[src/dcc_pkg.sv]
// Purpose: Shared constants and types for the dual comparator control block.
// Assumes: APB with 32-bit data; one aligned word per register.
// Notes:   Offsets are byte addresses.
package dcc_pkg;

	// ----------------------------------------------------------------
	// Register map
	// ----------------------------------------------------------------
	localparam logic [7:0] CTRL_OFFSET     = 8'h00;
	localparam logic [7:0] IRQ_STAT_OFFSET = 8'h04;
	localparam logic [7:0] IRQ_MASK_OFFSET = 8'h08;
	localparam logic [7:0] IDLE_OFFSET     = 8'h0c;

	// ----------------------------------------------------------------
	// Field positions of the control register
	// ----------------------------------------------------------------
	localparam int STOP_IN_IDLE_BIT = 15;
	localparam int CMP2_EVENT_BIT   = 13;
	localparam int CMP1_EVENT_BIT   = 12;
	localparam int CMP2_EN_BIT      = 11;
	localparam int CMP1_EN_BIT      = 10;
	localparam int CMP2_DRIVE_BIT   = 9;
	localparam int CMP1_DRIVE_BIT   = 8;
	localparam int CMP2_RESULT_BIT  = 7;
	localparam int CMP1_RESULT_BIT  = 6;
	localparam int CMP2_INV_BIT     = 5;
	localparam int CMP1_INV_BIT     = 4;
	localparam int CMP2_MINUS_BIT   = 3;
	localparam int CMP2_PLUS_BIT    = 2;
	localparam int CMP1_MINUS_BIT   = 1;
	localparam int CMP1_PLUS_BIT    = 0;

	// Bits software may write directly; events and results are excluded.
	localparam logic [15:0] CTRL_WRITE_MASK = 16'h8f3f;
	localparam logic [15:0] CTRL_RESET      = 16'h0000;
	localparam logic [1:0]  IRQ_RESET       = 2'h0;

	// ----------------------------------------------------------------
	// Types
	// ----------------------------------------------------------------
	typedef struct packed {
		logic enable;
		logic invert;
		logic minus_sel;
		logic plus_sel;
	} dcc_cmp_cfg_t;

	typedef struct packed {
		logic result;
		logic changed;
	} dcc_cmp_stat_t;

endpackage

[src/dcc_sync2.sv]
// Purpose: Two-flop synchroniser for one asynchronous level.
// Assumes: Input comes from outside the sys_clk domain.
// Notes:   The first flop feeds only the second.
`timescale 1ns/10ps
module dcc_sync2 (
	input  wire logic sys_clk, // Clock.
	input  wire logic rst_n,   // Asynchronous reset, active low.
	input  wire logic d_in,    // Asynchronous level.
	output logic      q_out    // Synchronised level.
);
	logic meta_reg;

	always_ff @(posedge sys_clk or negedge rst_n) begin
		if (!rst_n) begin
			meta_reg <= 1'b0;
			q_out    <= 1'b0;
		end else begin
			meta_reg <= d_in;
			q_out    <= meta_reg;
		end
	end
endmodule

[src/dcc_channel.sv]
// Purpose: One comparator channel: polarity and change detection.
// Assumes: raw_sync is already in the sys_clk domain.
// Notes:   A disabled comparator reports a steady low result.
`timescale 1ns/10ps
module dcc_channel (
	input  wire logic                  sys_clk,  // Clock.
	input  wire logic                  rst_n,    // Asynchronous reset, active low.
	input  wire dcc_pkg::dcc_cmp_cfg_t cfg,      // Channel configuration.
	input  wire logic                  raw_sync, // Core output, high when plus above minus.
	output dcc_pkg::dcc_cmp_stat_t     stat      // Result and one-cycle change pulse.
);
	logic result_reg;
	logic result_next;

	always_comb begin
		result_next = cfg.enable & (raw_sync ^ cfg.invert);
	end

	always_ff @(posedge sys_clk or negedge rst_n) begin
		if (!rst_n) begin
			result_reg <= 1'b0;
		end else begin
			result_reg <= result_next;
		end
	end

	assign stat.result  = result_reg;
	assign stat.changed = result_reg ^ result_next;
endmodule

[src/dcc_top.sv]
// Purpose: APB register block controlling two analog comparators.
// Assumes: Comparator core outputs are asynchronous to sys_clk.
// Notes:   Zero wait states; unmapped addresses read zero and raise pslverr.
//
// Behaviour
// - Sticky change flags at bits 13 and 12 set when a result changes.
// - Enable bits 11 and 10 switch comparators 2 and 1 on.
// - Pin drive enable drives result to pin; software routes pin first.
// - Invert clear: result high when plus input exceeds minus input.
// - Low-byte results are read-only; other low bits read-write; reset zero.
`timescale 1ns/10ps
module dcc_top (
	input  wire logic        sys_clk,      // Clock, 100 MHz.
	input  wire logic        rst_n,        // Asynchronous reset, active low.
	input  wire logic        psel,         // APB select.
	input  wire logic        penable,      // APB enable.
	input  wire logic        pwrite,       // APB direction.
	input  wire logic [7:0]  paddr,        // APB byte address.
	input  wire logic [31:0] pwdata,       // APB write data.
	input  wire logic [3:0]  pstrb,        // APB byte strobes.
	output logic      [31:0] prdata,       // APB read data.
	output logic             pready,       // APB ready.
	output logic             pslverr,      // APB error.
	input  wire logic        cmp1_raw,     // Comparator 1 core output.
	input  wire logic        cmp2_raw,     // Comparator 2 core output.
	input  wire logic        idle_mode,    // Device idle indication, sys_clk domain.
	output logic             cmp1_core_en, // Comparator 1 power enable.
	output logic             cmp2_core_en, // Comparator 2 power enable.
	output logic [1:0]       cmp1_sel,     // Comparator 1 minus and plus select.
	output logic [1:0]       cmp2_sel,     // Comparator 2 minus and plus select.
	output logic             cmp1_pin_out, // Comparator 1 result to pin.
	output logic             cmp1_pin_oe,  // Comparator 1 pin drive enable.
	output logic             cmp2_pin_out, // Comparator 2 result to pin.
	output logic             cmp2_pin_oe,  // Comparator 2 pin drive enable.
	output logic             irq           // Interrupt, active high level.
);
	// ----------------------------------------------------------------
	// State
	// ----------------------------------------------------------------
	logic [15:0] ctrl_reg;
	logic [15:0] ctrl_next;
	logic [1:0]  stat_reg;
	logic [1:0]  stat_next;
	logic [1:0]  mask_reg;
	logic [1:0]  mask_next;
	logic [31:0] rdata_next;
	logic        err_next;
	logic        ready_next;
	logic        out_next_irq;

	logic                   cmp1_sync;
	logic                   cmp2_sync;
	dcc_pkg::dcc_cmp_cfg_t  cfg1;
	dcc_pkg::dcc_cmp_cfg_t  cfg2;
	dcc_pkg::dcc_cmp_stat_t st1;
	dcc_pkg::dcc_cmp_stat_t st2;

	logic setup;
	logic wr_acc;
	logic rd_acc;
	logic wr_lo;
	logic wr_hi;
	logic [1:0] change;
	logic       irq_hold;

	// ----------------------------------------------------------------
	// Comparator channels
	// ----------------------------------------------------------------
	dcc_sync2 u_sync1 (
		.sys_clk (sys_clk),
		.rst_n   (rst_n),
		.d_in    (cmp1_raw),
		.q_out   (cmp1_sync)
	);

	dcc_sync2 u_sync2 (
		.sys_clk (sys_clk),
		.rst_n   (rst_n),
		.d_in    (cmp2_raw),
		.q_out   (cmp2_sync)
	);

	always_comb begin
		cfg1.enable    = ctrl_reg[dcc_pkg::CMP1_EN_BIT];
		cfg1.invert    = ctrl_reg[dcc_pkg::CMP1_INV_BIT];
		cfg1.minus_sel = ctrl_reg[dcc_pkg::CMP1_MINUS_BIT];
		cfg1.plus_sel  = ctrl_reg[dcc_pkg::CMP1_PLUS_BIT];
		cfg2.enable    = ctrl_reg[dcc_pkg::CMP2_EN_BIT];
		cfg2.invert    = ctrl_reg[dcc_pkg::CMP2_INV_BIT];
		cfg2.minus_sel = ctrl_reg[dcc_pkg::CMP2_MINUS_BIT];
		cfg2.plus_sel  = ctrl_reg[dcc_pkg::CMP2_PLUS_BIT];
	end

	dcc_channel u_ch1 (
		.sys_clk  (sys_clk),
		.rst_n    (rst_n),
		.cfg      (cfg1),
		.raw_sync (cmp1_sync),
		.stat     (st1)
	);

	dcc_channel u_ch2 (
		.sys_clk  (sys_clk),
		.rst_n    (rst_n),
		.cfg      (cfg2),
		.raw_sync (cmp2_sync),
		.stat     (st2)
	);

	// ----------------------------------------------------------------
	// APB decode and register update
	// ----------------------------------------------------------------
	// Setup phase is answered in the following access cycle with pready high.
	assign setup  = psel & ~penable;
	assign wr_acc = psel & penable & pready & pwrite;
	assign rd_acc = setup & ~pwrite;
	assign wr_lo  = pstrb[0];
	assign wr_hi  = pstrb[1];
	assign change = {st2.changed, st1.changed};

	always_comb begin
		ctrl_next = ctrl_reg;
		stat_next = stat_reg;
		mask_next = mask_reg;
		if (wr_acc && paddr == dcc_pkg::CTRL_OFFSET) begin
			if (wr_lo) begin
				ctrl_next[7:0] = (pwdata[7:0] & dcc_pkg::CTRL_WRITE_MASK[7:0]) |
				                 (ctrl_reg[7:0] & ~dcc_pkg::CTRL_WRITE_MASK[7:0]);
			end
			if (wr_hi) begin
				ctrl_next[15:8] = (pwdata[15:8] & dcc_pkg::CTRL_WRITE_MASK[15:8]) |
				                  (ctrl_reg[15:8] & ~dcc_pkg::CTRL_WRITE_MASK[15:8]);
				// Event flags are cleared by writing a one, like the status register.
				ctrl_next[dcc_pkg::CMP2_EVENT_BIT] = ctrl_reg[dcc_pkg::CMP2_EVENT_BIT] &
				                                     ~pwdata[dcc_pkg::CMP2_EVENT_BIT];
				ctrl_next[dcc_pkg::CMP1_EVENT_BIT] = ctrl_reg[dcc_pkg::CMP1_EVENT_BIT] &
				                                     ~pwdata[dcc_pkg::CMP1_EVENT_BIT];
			end
		end
		if (wr_acc && wr_lo && paddr == dcc_pkg::IRQ_STAT_OFFSET) begin
			stat_next = stat_reg & ~pwdata[1:0];
		end
		if (wr_acc && wr_lo && paddr == dcc_pkg::IRQ_MASK_OFFSET) begin
			mask_next = pwdata[1:0];
		end
		// Hardware set wins over a clear in the same cycle.
		ctrl_next[dcc_pkg::CMP2_EVENT_BIT] = ctrl_next[dcc_pkg::CMP2_EVENT_BIT] | change[1];
		ctrl_next[dcc_pkg::CMP1_EVENT_BIT] = ctrl_next[dcc_pkg::CMP1_EVENT_BIT] | change[0];
		ctrl_next[dcc_pkg::CMP2_RESULT_BIT] = st2.result;
		ctrl_next[dcc_pkg::CMP1_RESULT_BIT] = st1.result;
		stat_next = stat_next | change;
	end

	// ----------------------------------------------------------------
	// Read path and outputs
	// ----------------------------------------------------------------
	always_comb begin
		rdata_next = 32'h0000_0000;
		err_next   = 1'b0;
		ready_next = setup;
		if (setup) begin
			case (paddr)
				dcc_pkg::CTRL_OFFSET:     rdata_next = {16'h0000, ctrl_reg};
				dcc_pkg::IRQ_STAT_OFFSET: rdata_next = {30'h0, stat_reg};
				dcc_pkg::IRQ_MASK_OFFSET: rdata_next = {30'h0, mask_reg};
				dcc_pkg::IDLE_OFFSET:     rdata_next = {31'h0, idle_mode};
				default:                  err_next   = 1'b1;
			endcase
			if (!rd_acc) begin
				rdata_next = 32'h0000_0000;
			end
		end
		// Idle with stop-in-idle holds the interrupt low; flags keep collecting.
		irq_hold     = idle_mode & ctrl_reg[dcc_pkg::STOP_IN_IDLE_BIT];
		out_next_irq = |(stat_reg & mask_reg) & ~irq_hold;
	end

	always_ff @(posedge sys_clk or negedge rst_n) begin
		if (!rst_n) begin
			ctrl_reg     <= dcc_pkg::CTRL_RESET;
			stat_reg     <= dcc_pkg::IRQ_RESET;
			mask_reg     <= dcc_pkg::IRQ_RESET;
			prdata       <= 32'h0000_0000;
			pready       <= 1'b0;
			pslverr      <= 1'b0;
			irq          <= 1'b0;
			cmp1_core_en <= 1'b0;
			cmp2_core_en <= 1'b0;
			cmp1_sel     <= 2'h0;
			cmp2_sel     <= 2'h0;
			cmp1_pin_out <= 1'b0;
			cmp1_pin_oe  <= 1'b0;
			cmp2_pin_out <= 1'b0;
			cmp2_pin_oe  <= 1'b0;
		end else begin
			ctrl_reg     <= ctrl_next;
			stat_reg     <= stat_next;
			mask_reg     <= mask_next;
			prdata       <= rdata_next;
			pready       <= ready_next;
			pslverr      <= err_next;
			irq          <= out_next_irq;
			cmp1_core_en <= ctrl_next[dcc_pkg::CMP1_EN_BIT];
			cmp2_core_en <= ctrl_next[dcc_pkg::CMP2_EN_BIT];
			cmp1_sel     <= ctrl_next[dcc_pkg::CMP1_MINUS_BIT:dcc_pkg::CMP1_PLUS_BIT];
			cmp2_sel     <= ctrl_next[dcc_pkg::CMP2_MINUS_BIT:dcc_pkg::CMP2_PLUS_BIT];
			cmp1_pin_out <= ctrl_next[dcc_pkg::CMP1_RESULT_BIT];
			cmp1_pin_oe  <= ctrl_next[dcc_pkg::CMP1_DRIVE_BIT];
			cmp2_pin_out <= ctrl_next[dcc_pkg::CMP2_RESULT_BIT];
			cmp2_pin_oe  <= ctrl_next[dcc_pkg::CMP2_DRIVE_BIT];
		end
	end
endmodule

[config.mk]
export PLATFORM = sky130hd
export DESIGN_NAME = dcc_top
export DESIGN_NICKNAME = d
export VERILOG_FILES = /design/src/dcc_pkg.sv /design/src/dcc_sync2.sv /design/src/dcc_channel.sv /design/src/dcc_top.sv
export SDC_FILE = /design/constraint.sdc
export NUM_CORES = 1
export LEC_CHECK = 0
export BUFFER_PORTS_ARGS = -buffer_cell sky130_fd_sc_hd__buf_2
export CORE_ASPECT_RATIO = 0.7
export CORE_MARGIN = 5
export CORE_UTILIZATION = 48
export DETAILED_ROUTE_END_ITERATION = 7
export HOLD_SLACK_MARGIN = 0.03
export PLACE_DENSITY_LB_ADDON = 0.08
export SLEW_MARGIN = 5
export SYNTH_ARGS = -nofsm -noshare
export SYNTH_HDL_FRONTEND = slang
export SYNTH_SLANG_ARGS = --single-unit
export TNS_END_PERCENT = 20
[constraint.sdc]
create_clock -name sys_clk -period 3.2 [get_ports sys_clk]
set_input_delay 0.32 -clock sys_clk [delete_from_list [all_inputs] [get_ports sys_clk]]
set_output_delay 0.32 -clock sys_clk [all_outputs]
set_load 0.1 [all_outputs]
After elaboration in Yosys (flattened, before gate mapping). Index checks and enable logic that the tools add are counted.

Bitwise logic cells: 28. Divide/modulo/power cells: 0. Order comparisons: 0. $mul: 0. Mux-type cells: 9. Shift operators: 0. Reductions and logical operators: 9. Add/sub/neg operators: 0. Equal/unequal tests: 3.

Operators with widths (count): two-way mux 32 bit (2); one-hot mux 16 bit (4 select lines) (1); == test 8 x 4 -> 1 bit (second input constant) (2); two-way mux 14 bit (1); AND 1 bit (11); == test 8 x 3 -> 1 bit (second input constant) (1); logical NOT 8 bit (1); two-way mux 8 bit (1); OR 6 x 8 -> 8 bit (1); OR 8 x 7 -> 8 bit (1); two-way mux 6 bit (1); inverter 1 bit (5); AND 2 bit (2); logical AND 1 bit (4); AND reduction 2 bit (2); OR reduction 4 bit (1); bitwise XOR 1 bit (4); two-way mux 1 bit (2); two-way mux 2 bit (1); inverter 2 bit (1); OR 1 bit (2); OR 2 bit (1); OR reduction 2 bit (1).

Bits of input ports: 52. Latch bits: 0. ROM bits: 0. Memories kept: 0. Output and inout port bits: 45. Register bits: 71. Word-level logic and storage cells: 72. Memory bits (writable): 0.

Logic depth before layout (Yosys ltp). Gate-level depths: netlist (run 1).

Word-level depth: 7. Gate-level depth with buffers: 5.

By module. A second synthesis (run 1) with hierarchy kept.

Cells, all modules: 143. Area total of the unflattened synthesis: 1871.8 um2.

By module, submodules not included: dcc_top (area an instance 1639.1 um2, instances 1, sequential area each 925.9 um2, cells an instance 129); dcc_channel (area an instance 66.3 um2, instances 2, sequential area each 25.0 um2, cells an instance 5); dcc_sync2 (area an instance 50.0 um2, instances 2, sequential area each 50.0 um2, cells an instance 2).

Worst setup path after synthesis (run 1). No wires, ideal clock.

Kind: register -> register. Start point: reg pready. End point: reg cmp1_sel[0]. Buffers on the path: 1. Arrival time: 2216 ps. Path slack: 859 ps. Data required time: 3075 ps. Stages on the path, launching flop included: 5. Cell sequence: dfrtp_1 -> nand4_1 -> or4_4 -> buf_6 -> mux2_4.

Word-level cells in the longest chain between the ends: 4.

Ends and longest elaborated chain: from (decl) (RTL line dcc_top.sv:22) `output logic pready,`; from (signal assigned) (RTL line dcc_top.sv:200) `pready <= ready_next;`; AND 1 bit (2 in a row) (RTL line dcc_top.sv:115) `assign wr_acc = psel & penable & pready & pwrite;`; logical AND 1 bit (RTL line dcc_top.sv:125) `if (wr_acc && paddr == dcc_pkg::CTRL_OFFSET) begin`; two-way mux 14 bit (RTL line dcc_top.sv:125); to (signal assigned) (RTL line dcc_top.sv:205) `cmp1_sel <= ctrl_next[dcc_pkg::CMP1_MINUS_BIT:dcc_pkg::CMP1_PLUS_BIT];`; to (decl) (RTL line dcc_top.sv:29) `output logic [1:0] cmp1_sel,`.

No other way between the ends. A chain may end at the register's enable or synchronous reset.

Worst setup path in the final report (run 1).
Start point: in paddr[7]. End point: reg ctrl_reg[5].

Word-level cells in the longest chain between the ends: 3.

Ends and longest elaborated chain: from (decl) (RTL line dcc_top.sv:18) `input wire logic [7:0] paddr,`; logical NOT 8 bit (RTL line dcc_top.sv:125); logical AND 1 bit (RTL line dcc_top.sv:125); AND reduction 2 bit (no source line); to (signal assigned) (RTL line dcc_top.sv:180) `ctrl_reg <= dcc_pkg::CTRL_RESET;`; to (signal assigned) (RTL line dcc_top.sv:196) `ctrl_reg <= ctrl_next;`; to (decl) (RTL line dcc_top.sv:40) `logic [15:0] ctrl_reg;`.

No other way between the ends.

==> results of run 1 <==
[layout by cell type, fill, tap and decap left out, drive strengths merged]
master	n
clkbuf	5
nor4b	2
nor2	2
o211ai	2
xnor2	2
mux2i	1
mux2	13
nand4b	2
dfrtp	43
nand3b	2
nand2	2
mux4	1
or3	2
nor4	4
and2	14
conb	17
clkinv	1
inv	7
a22oi	1
or2	2
a21oi	1
clkinvlp	2
nand2b	1
buf	59
nand4	1
o41ai	2
nand3	2
or4	4
o21ai	3
[cells by family (layout without fill, tap and decap cells)]
| group | Yosys count | count (layout) | share of synthesized area [%] |
|---|---|---|---|
| compound gates | 9 | 9 | 3.22 |
| xor+xnor | 2 | 2 | 0.939 |
| buf+inv | 32 | 74 | 11.9 |
| flops | 43 | 43 | 57.7 |
| mux | 15 | 15 | 11.8 |
| other cells | 1 | 17 | 0.201 |
| simple gates | 40 | 40 | 14.3 |
[Yosys cell counts, drive strengths merged]
cell type   n  area, um2
o41ai       2       17.5
xnor2       2       17.5
a21oi       1       5.00
nand4b      2       17.5
nand2       2       7.51
mux2       13        188
or2         2       12.5
or4         4       41.3
or3         2       12.5
conb        1       3.75
o211ai      2       15.0
nand4       1       6.26
mux4        1       22.5
clkbuf      1       3.75
and2       14       87.6
a22oi       1       7.51
nor2        2       7.51
nand3       2       10.0
nor4        4       25.0
mux2i       1       10.0
nand2b      1       6.26
o21ai       3       15.0
nor4b       2       17.5
nand3b      2       15.0
inv         7       26.3
buf        24        191
dfrtp      43       1080
[layout make-up]
cell class                      instances  area share (%)
Clock inverter                          3           0.915
Clock buffer                            5            3.14
Multi-Input combinational cell         83            29.0
Tap cell                               52            2.97
Inverter                                7            1.20
Sequential cell                        43            49.2
Timing Repair Buffer                   59            13.6
[metal layers]
layer / share of wire, % / up-vias
li1: - / 559
met1: 44 / 585
met2: 45 / 48
met3: 9.0 / 5
met4: 1.7 / 0
met5: 0 / -
[per-stage QoR]
step | instances | instance area (um2) | hold WS [ps] | power [mW] | setup WS [ps]
2_1_floorplan | 158 | 1930 | 24.4 | 0.688 | 859
3_3_place_gp | 244 | 2100 | 337 | 0.707 | 1100
3_5_place_dp | 244 | 2100 | 338 | 0.708 | 1090
4_1_cts | 252 | 2190 | 117 | 1.05 | 1420
5_1_grt | 252 | 2190 | 117 | 1.08 | 1390
6_report | 252 | 2190 | 128 | 1.03 | 1420
[power breakdown]
part / leakage, nW / internal, mW / switching, mW
clock network: 0.0402 / 0.152 / 0.184
registers: 0.569 / 0.547 / 0.00182
logic: 0.586 / 0.0216 / 0.126
total: 1.19 / 0.721 / 0.312
[path summary, 6_finish.rpt]
path	end	start	slack [ps]	cells past startpoint
setup / recovery	ctrl_reg[5]$_DFFE_PN0P_	paddr[7]	1420	4
hold / removal	u_sync1.meta_reg$_DFF_PN0_	cmp1_raw	130	1
setup reg to reg	ctrl_reg[5]$_DFFE_PN0P_	pready$_DFF_PN0_	1490	3
hold reg to reg	u_sync1.q_out$_DFF_PN0_	u_sync1.meta_reg$_DFF_PN0_	360	0
max in group asynchronous	u_ch1.result_reg$_DFF_PN0_	rst_n	2470	1
min in group asynchronous	irq$_DFF_PN0_	rst_n	150	1
==> out/results.tsv, run 1 <==
metric	value	unit
overflow	0	
wl_per_cell	13.5	um
ant_nets	0	
routed_wl	3410	um
max_cap_violations	0	
grt_use_met3	5.15	%
insertion_delay	290	ps
drc_errors	0	
fin_skew	5.02	ps
cts_hold_buf	0	
grt_pass1_wl	5680	um
yosys_warnings	0	
p_leak	1.19	nW
peakVddDrop	0.000332	V
grt_max_degree	44	
io_buffer_count	58	
cts_root_buffer	clkbuf_8	
critPathKind	primary input to flip-flop	
critPathArrivalTime	1970	ps
crit_path_max_fanout	9	
synthesis.area	1870	um2
via_count	1197	
multi_input_area	634	um2
max_stage_delay	630	ps
synth_cell_types	30	
coreArea	3830	um2
worst_hold_path_type	primary input to flip-flop	
rows	19	
tritoncts	done	
dieArea	5250	um2
post_cts_resized	0	
dp_hpwl	2560	um
synth-seq-cells	43	
firstDrtPassIters	4	
die_h	62.2	um
maxSlewViolCount	0	
grt.busiest_layer	met2	
postCtsSetupBuffers	0	
io_pins	97	
regArea	1080	um2
post-route-period-util	55.7	%
path_buf_inv	1	
utilization	57.2	%
crit_path_end_kind	flip-flop	
setup_viol	0	
cts.sinks	43	
status	complete, no violations	
postSynthAreaPerCell	13.1	um2
hold_viol	0	
antenna_found_initial	0	
grt_pass1_vias	1206	
initial_utilization	48.7	%
viasPerCell	4.75	
die_x	84.5	um
cp_common_cell	or4_4	
layout.nets	251	
synthesis.instances	142	
finalCriticalPeriod	1780	ps
htree_num_levels	2	
drt-initial-drc-count	30	
clock_path_buffers	2	
tightest_slew	915	ps
clk_pin_slew	80	ps
slew_headroom	39.0	%
fmax	561	MHz
path_delay_family	simple AND/OR/NAND/NOR gates	
crit_slowest_cell	or4_4	
nFillCells	328	
power_density	472	nW/um2
grtUsageMet1	17.5	%
startpoint_type	primary input	
area_growth	17.3	%
worstPathRequired	3390	ps
use_met2	20.8	%
antenna_cells	0	
setup-tns-final	0	ps
cts_made_buffers	5	
largest_reg_flops	15	
rsz0062_at_grt	false	
grt_util_all_layers	13.8	%
crit_chain	buf_2, or4_4, or4_4, mux2_4	
drive_above_1_share	43.5	%
ys_seq_area_share	57.7	%
gp_congestion	0.821	
Power figures use the tool's default switching activity.
==> inputs of run 2 (changes only) <==
Settings changed: CORE_UTILIZATION 48 to 40.
Clock period 3.2 ns to 1.5 ns, I/O delays scaled along.
==> run 2 against run 1 <==
Sequential power increased by 110%. Die area increased by 17%. Critical path type is now flip-flop to flip-flop. The run now ends with setup timing left. Non-clock buffer count increased by 14. Total power increased by 130%. Combinational power increased by 130%.
==> out/results.tsv, run 2 (synthesis results as in run 1) <==
metric	value	unit	change
crit_chain	nand4_1, or4_4, mux2_4		
io_buffer_count	58		unchanged
status	finished with violations		
cts_made_buffers	5		unchanged
nFillCells	394		+20%
rows	20		+1
clock_path_buffers	2		unchanged
max_stage_delay	630	ps	about the same
p_leak	1.29	nW	+8.0%
path_buf_inv	0		-1
largest_reg_flops	15		unchanged
grt_pass1_wl	6320	um	+11%
initial_utilization	42.1	%	-6.6 points
drive_above_1_share	47.7	%	+4.2 points
hold_viol	0		unchanged
cp-startpoint	pready$_DFF_PN0_		
dp_hpwl	2950	um	+15%
r2r_slack	-190	ps	-1680 ps
setup_viol	13		+13
crit_slowest_cell	or4_4		
placedCellCount	258		+5.7%
dieArea	6150	um2	+17%
timing.hold.ws	41.2	ps	-87.1 ps
fmax	591	MHz	
crit_path_end_kind	flip-flop		
utilization	53.4	%	-3.8 points
fin_skew	3.78	ps	-1.24 ps
rsz0062_at_grt	true		
postCtsSetupBuffers	0		unchanged
clk_pin_slew	80	ps	about the same
worstPathRequired	1680	ps	-1710 ps
overflow	0		unchanged
layout.nets	265		+5.6%
cts_root_buffer	clkbuf_8		
violations	setup timing		
maxSlewViolCount	0		unchanged
antenna_found_initial	0		unchanged
tritoncts	done		
antenna_cells	0		unchanged
dp_slack	-395	ps	-1490 ps
setup-tns-final	-2020	ps	-2020 ps
drt-initial-drc-count	39		+30%
coreArea	4430	um2	+16%
via_count	1242		+3.8%
insertion_delay	300	ps	about the same
critPathKind	flip-flop to flip-flop		
power_density	1020	nW/um2	+120%
die_x	91.6	um	+8.4%
io_pins	97		unchanged
gp_congestion	0.740		-9.9%
viasPerCell	4.62		-2.8%
grt_pass1_vias	1296		+7.5%
mostFrequentLayoutCell	buf_2		
post-route-period-util	113	%	
drc_errors	0		unchanged
finalCriticalPeriod	1690	ps	
worst_slack	-192	ps	-1610 ps
startpoint_type	flip-flop		
max_cap_violations	0		unchanged
crit_path_max_fanout	6		-3
design_area	2370	um2	+8.1%
path_delay_family	simple AND/OR/NAND/NOR gates		
grt_max_degree	27		-39%
reg2reg_to	ctrl_reg[4]$_DFFE_PN0P_		
layout_common_cells	58 x buf_2, 42 x dfrtp_1, 17 x conb_1		
area_growth	26.8	%	
cts.sinks	43		unchanged
die_h	67.1	um	+8.0%
grt_util_all_layers	13.5	%	-0.25 points
r2r_start	pready$_DFF_PN0_		
final_cells	269		+6.7%
firstDrtPassIters	4		unchanged
crit_path_end	ctrl_reg[4]$_DFFE_PN0P_		
wl_per_cell	14.5	um	+6.7%
worst_hold_path_type	primary input to flip-flop		
peakVddDrop	0.000418	V	+26%
htree_num_levels	2		unchanged
routed_wl	3890	um	+14%
ant_nets	0		unchanged
ff2ff_path_depth	3		unchanged
power	2.42	mW	+130%
cp.depth	3		-1
place_area	2200	um2	+4.9%
critPathArrivalTime	1880	ps	-90 ps
==> run 2: worst reg2reg max path, delay by kind of cell, from the launching register on <==
| kind | cells | cell delay, ps |
|---|---|---|
| muxes | 1 | 330 |
| DFF | 1 | 410 |
| and+or+nand+nor | 2 | 850 |
==> run 2: worst min path at each step <==
| stage | from | end | slack, ps | cells after the start |
|---|---|---|---|---|
| 2_1_floorplan | rst_n | cmp1_sel[0]$_DFFE_PN0P_ | -150 | 0 |
| 5_1_grt | idle_mode | irq$_DFF_PN0_ | 40 | 2 |
| 6_report | idle_mode | irq$_DFF_PN0_ | 40 | 2 |
| 3_5_place_dp | rst_n | prdata[7]$_DFF_PN0_ | 110 | 1 |
| 4_1_cts | idle_mode | irq$_DFF_PN0_ | 30 | 2 |
| 3_3_place_gp | rst_n | prdata[7]$_DFF_PN0_ | 100 | 1 |
==> run 2: routing by layer <==
| metal | routed length (um) | global-route usage (%) |
|---|---|---|
| met1 | 1680 | 16.9 |
| met2 | 1790 | 21.1 |
| met3 | 367 | 6.24 |
| met4 | 50 | 3.95 |
| met5 | 0 | 0 |
==> run 2: repair_timing <==
action / in CTS / in global routing
endpoints found under the hold margin: 19 / 0
resized for setup: 0 / 3
gates cloned: 0 / 0
hold buffers: 3 / 0
setup endpoints to repair: 13 / 16
pin swaps: 0 / 0
==> run 2: power breakdown <==
part	switching [mW]	internal, mW
Combinational	0.278	0.0670
Sequential	0.00422	1.17
Clock	0.405	0.496
Total	0.687	1.73
==> run 2: layout make-up <==
class / count / area (um2) / area share, %
Clock buffer: 5 / 68.8 / 2.91
Clock inverter: 3 / 43.8 / 1.85
Multi-Input combinational cell: 83 / 656 / 27.7
Sequential cell: 43 / 1080 / 45.6
Inverter: 7 / 26.3 / 1.11
Timing Repair Buffer: 73 / 423 / 17.9
Tap cell: 55 / 68.8 / 2.91
==> inputs of run 3 (changes only) <==
Settings changed: TNS_END_PERCENT 20 to unset.
==> run 3 against run 2 <==
The run still ends with setup timing left. Sequential share of layout area is 0.51 points lower. Worst setup slack better by 26 ps. Via count is 0.40% lower. Largest cell class unchanged. Largest power group unchanged.
==> out/results.tsv, run 3 (synthesis results as in run 1) <==
metric	value	unit	change
status	finished with violations		
violations	setup timing		
ff2ff_path_depth	3		unchanged
drt-initial-drc-count	13		-67%
overflow	0		unchanged
placedCellCount	258		unchanged
mostFrequentLayoutCell	buf_2		
grt_max_degree	26		-3.7%
min-delay-start	idle_mode		
dp_hpwl	2930	um	-0.41%
firstDrtPassIters	4		unchanged
dp_slack	-398	ps	-3.62 ps
worst_slack	-166	ps	+26.1 ps
tritoncts	done		
insertion_delay	290	ps	about the same
power_density	1010	nW/um2	-1.2%
hold_viol	0		unchanged
crit_slowest_cell	or4_4		
reg2reg_to	cmp1_sel[0]$_DFFE_PN0P_		
io_buffer_count	58		unchanged
cp-startpoint	pready$_DFF_PN0_		
utilization	54.2	%	+0.73 points
finalCriticalPeriod	1670	ps	-26.1 ps
clk_pin_slew	80	ps	about the same
nFillCells	375		-4.8%
setup_viol	11		-2
startpoint_type	flip-flop		
crit_path_max_fanout	6		unchanged
critPathArrivalTime	1840	ps	-40 ps
largest_reg_flops	15		unchanged
drc_errors	0		unchanged
rows	20		unchanged
max_cap_violations	0		unchanged
post-route-period-util	111	%	-1.7 points
clock_path_buffers	2		unchanged
crit_path_end_kind	flip-flop		
worstPathRequired	1680	ps	about the same
antenna_found_initial	0		unchanged
crit_chain	nand4_1, or4_4, mux2_4		
dieArea	6150	um2	unchanged
cts_made_buffers	5		unchanged
grt_util_all_layers	13.4	%	-0.15 points
r2r_slack	-170	ps	+30 ps
layout_common_cells	58 x buf_2, 40 x dfrtp_1, 17 x conb_1		
viasPerCell	4.58		-0.77%
maxSlewViolCount	0		unchanged
routed_wl	3900	um	+0.39%
initial_utilization	42.1	%	unchanged
drive_above_1_share	49.3	%	+1.6 points
final_cells	270		+0.37%
coreArea	4430	um2	unchanged
layout.nets	266		+0.38%
die_h	67.1	um	unchanged
max_stage_delay	620	ps	about the same
io_pins	97		unchanged
wl_per_cell	14.5	um	about the same
antenna_cells	0		unchanged
gp_congestion	0.746		+0.84%
power	2.42	mW	+0.13%
area_growth	28.6	%	
grt_pass1_wl	6300	um	-0.33%
rsz0062_at_grt	true		
ant_nets	0		unchanged
multi_input_area	678	um2	+3.4%
cts.sinks	43		unchanged
via_count	1237		-0.40%
grt_pass1_vias	1279		-1.3%
crit_path_end	cmp1_sel[0]$_DFFE_PN0P_		
regArea	1080	um2	+0.23%
worst_hold_path_type	primary input to flip-flop		
die_x	91.6	um	unchanged
fmax	600	MHz	+1.6%
r2r_start	pready$_DFF_PN0_		
htree_num_levels	2		unchanged
fin_skew	7.28	ps	+3.50 ps
p_leak	1.30	nW	+1.0%
peakVddDrop	0.000582	V	+39%
cts_root_buffer	clkbuf_8		
critPathKind	flip-flop to flip-flop		
run 3: cell types whose count changed in the layout (fill, tap and decap cells not counted):
cell	change
nor4b_1	-1
nor4b_2	+1
buf_4	+1
dfrtp_2	+2
dfrtp_1	-2
nor4_2	-1
mux2_4	+2
nor4_4	+1
mux2_2	-2
run 3: routing by layer:
| metal | GRT usage [%] | vias up | routed length, um |
|---|---|---|---|
| met1 | 17.7 | 596 | 1740 |
| met5 | 0 | - | 0 |
| met3 | 4.45 | 7 | 295 |
| li1 | - | 591 | - |
| met2 | 20.6 | 43 | 1810 |
| met4 | 5.08 | 0 | 59 |
run 3: critical path, delay by kind of cell (launching register included):
family,cells,cell delay [ps]
mux,1,330
simple gates,2,800
flops,1,410
run 3: worst min path at each step:
stage | endpoint | slack [ps] | depth (start not counted)
detailed placement | prdata[7]$_DFF_PN0_ | 120 | 1
global placement | prdata[11]$_DFF_PN0_ | 110 | 1
finish | irq$_DFF_PN0_ | 60 | 2
CTS | irq$_DFF_PN0_ | 40 | 2
floorplan | cmp1_sel[0]$_DFFE_PN0P_ | -150 | 0
global route | irq$_DFF_PN0_ | 60 | 2
run 3: report_power, final:
part | internal [mW] | total [mW] | leakage (nW) | switching [mW]
Combinational | 0.0680 | 0.347 | 0.681 | 0.279
Clock | 0.496 | 0.901 | 0.0581 | 0.405
Sequential | 1.17 | 1.17 | 0.564 | 0.00413
Total | 1.73 | 2.42 | 1.30 | 0.689
run 3: cell type report:
cell class,count,share of cell area (%)
well taps,55,2.87
repair buffers,74,17.9
flip-flops and latches,43,45.1
inverters,7,1.10
clock inverters,3,1.83
multi-input cells,83,28.3
clock buffers,5,2.87
run 3: repair_timing:
item | CTS | global route
hold endpoints to repair | 20 | 0
pin swaps | 0 | 3
buffers inserted | 2 | 0
hold buffers | 3 | 0
setup endpoints to repair | 12 | 18
resized for setup | 4 | 3
run 3: per-stage QoR:
step	area, um2	hold slack, ps	setup TNS (ps)
final	2400	57.0	-1540
after global routing	2400	58.2	-2400
after detailed placement	2200	116	-6890
after CTS	2380	42.0	-1690
after global placement	2200	108	-6780
after floorplan	1930	-146	-6230
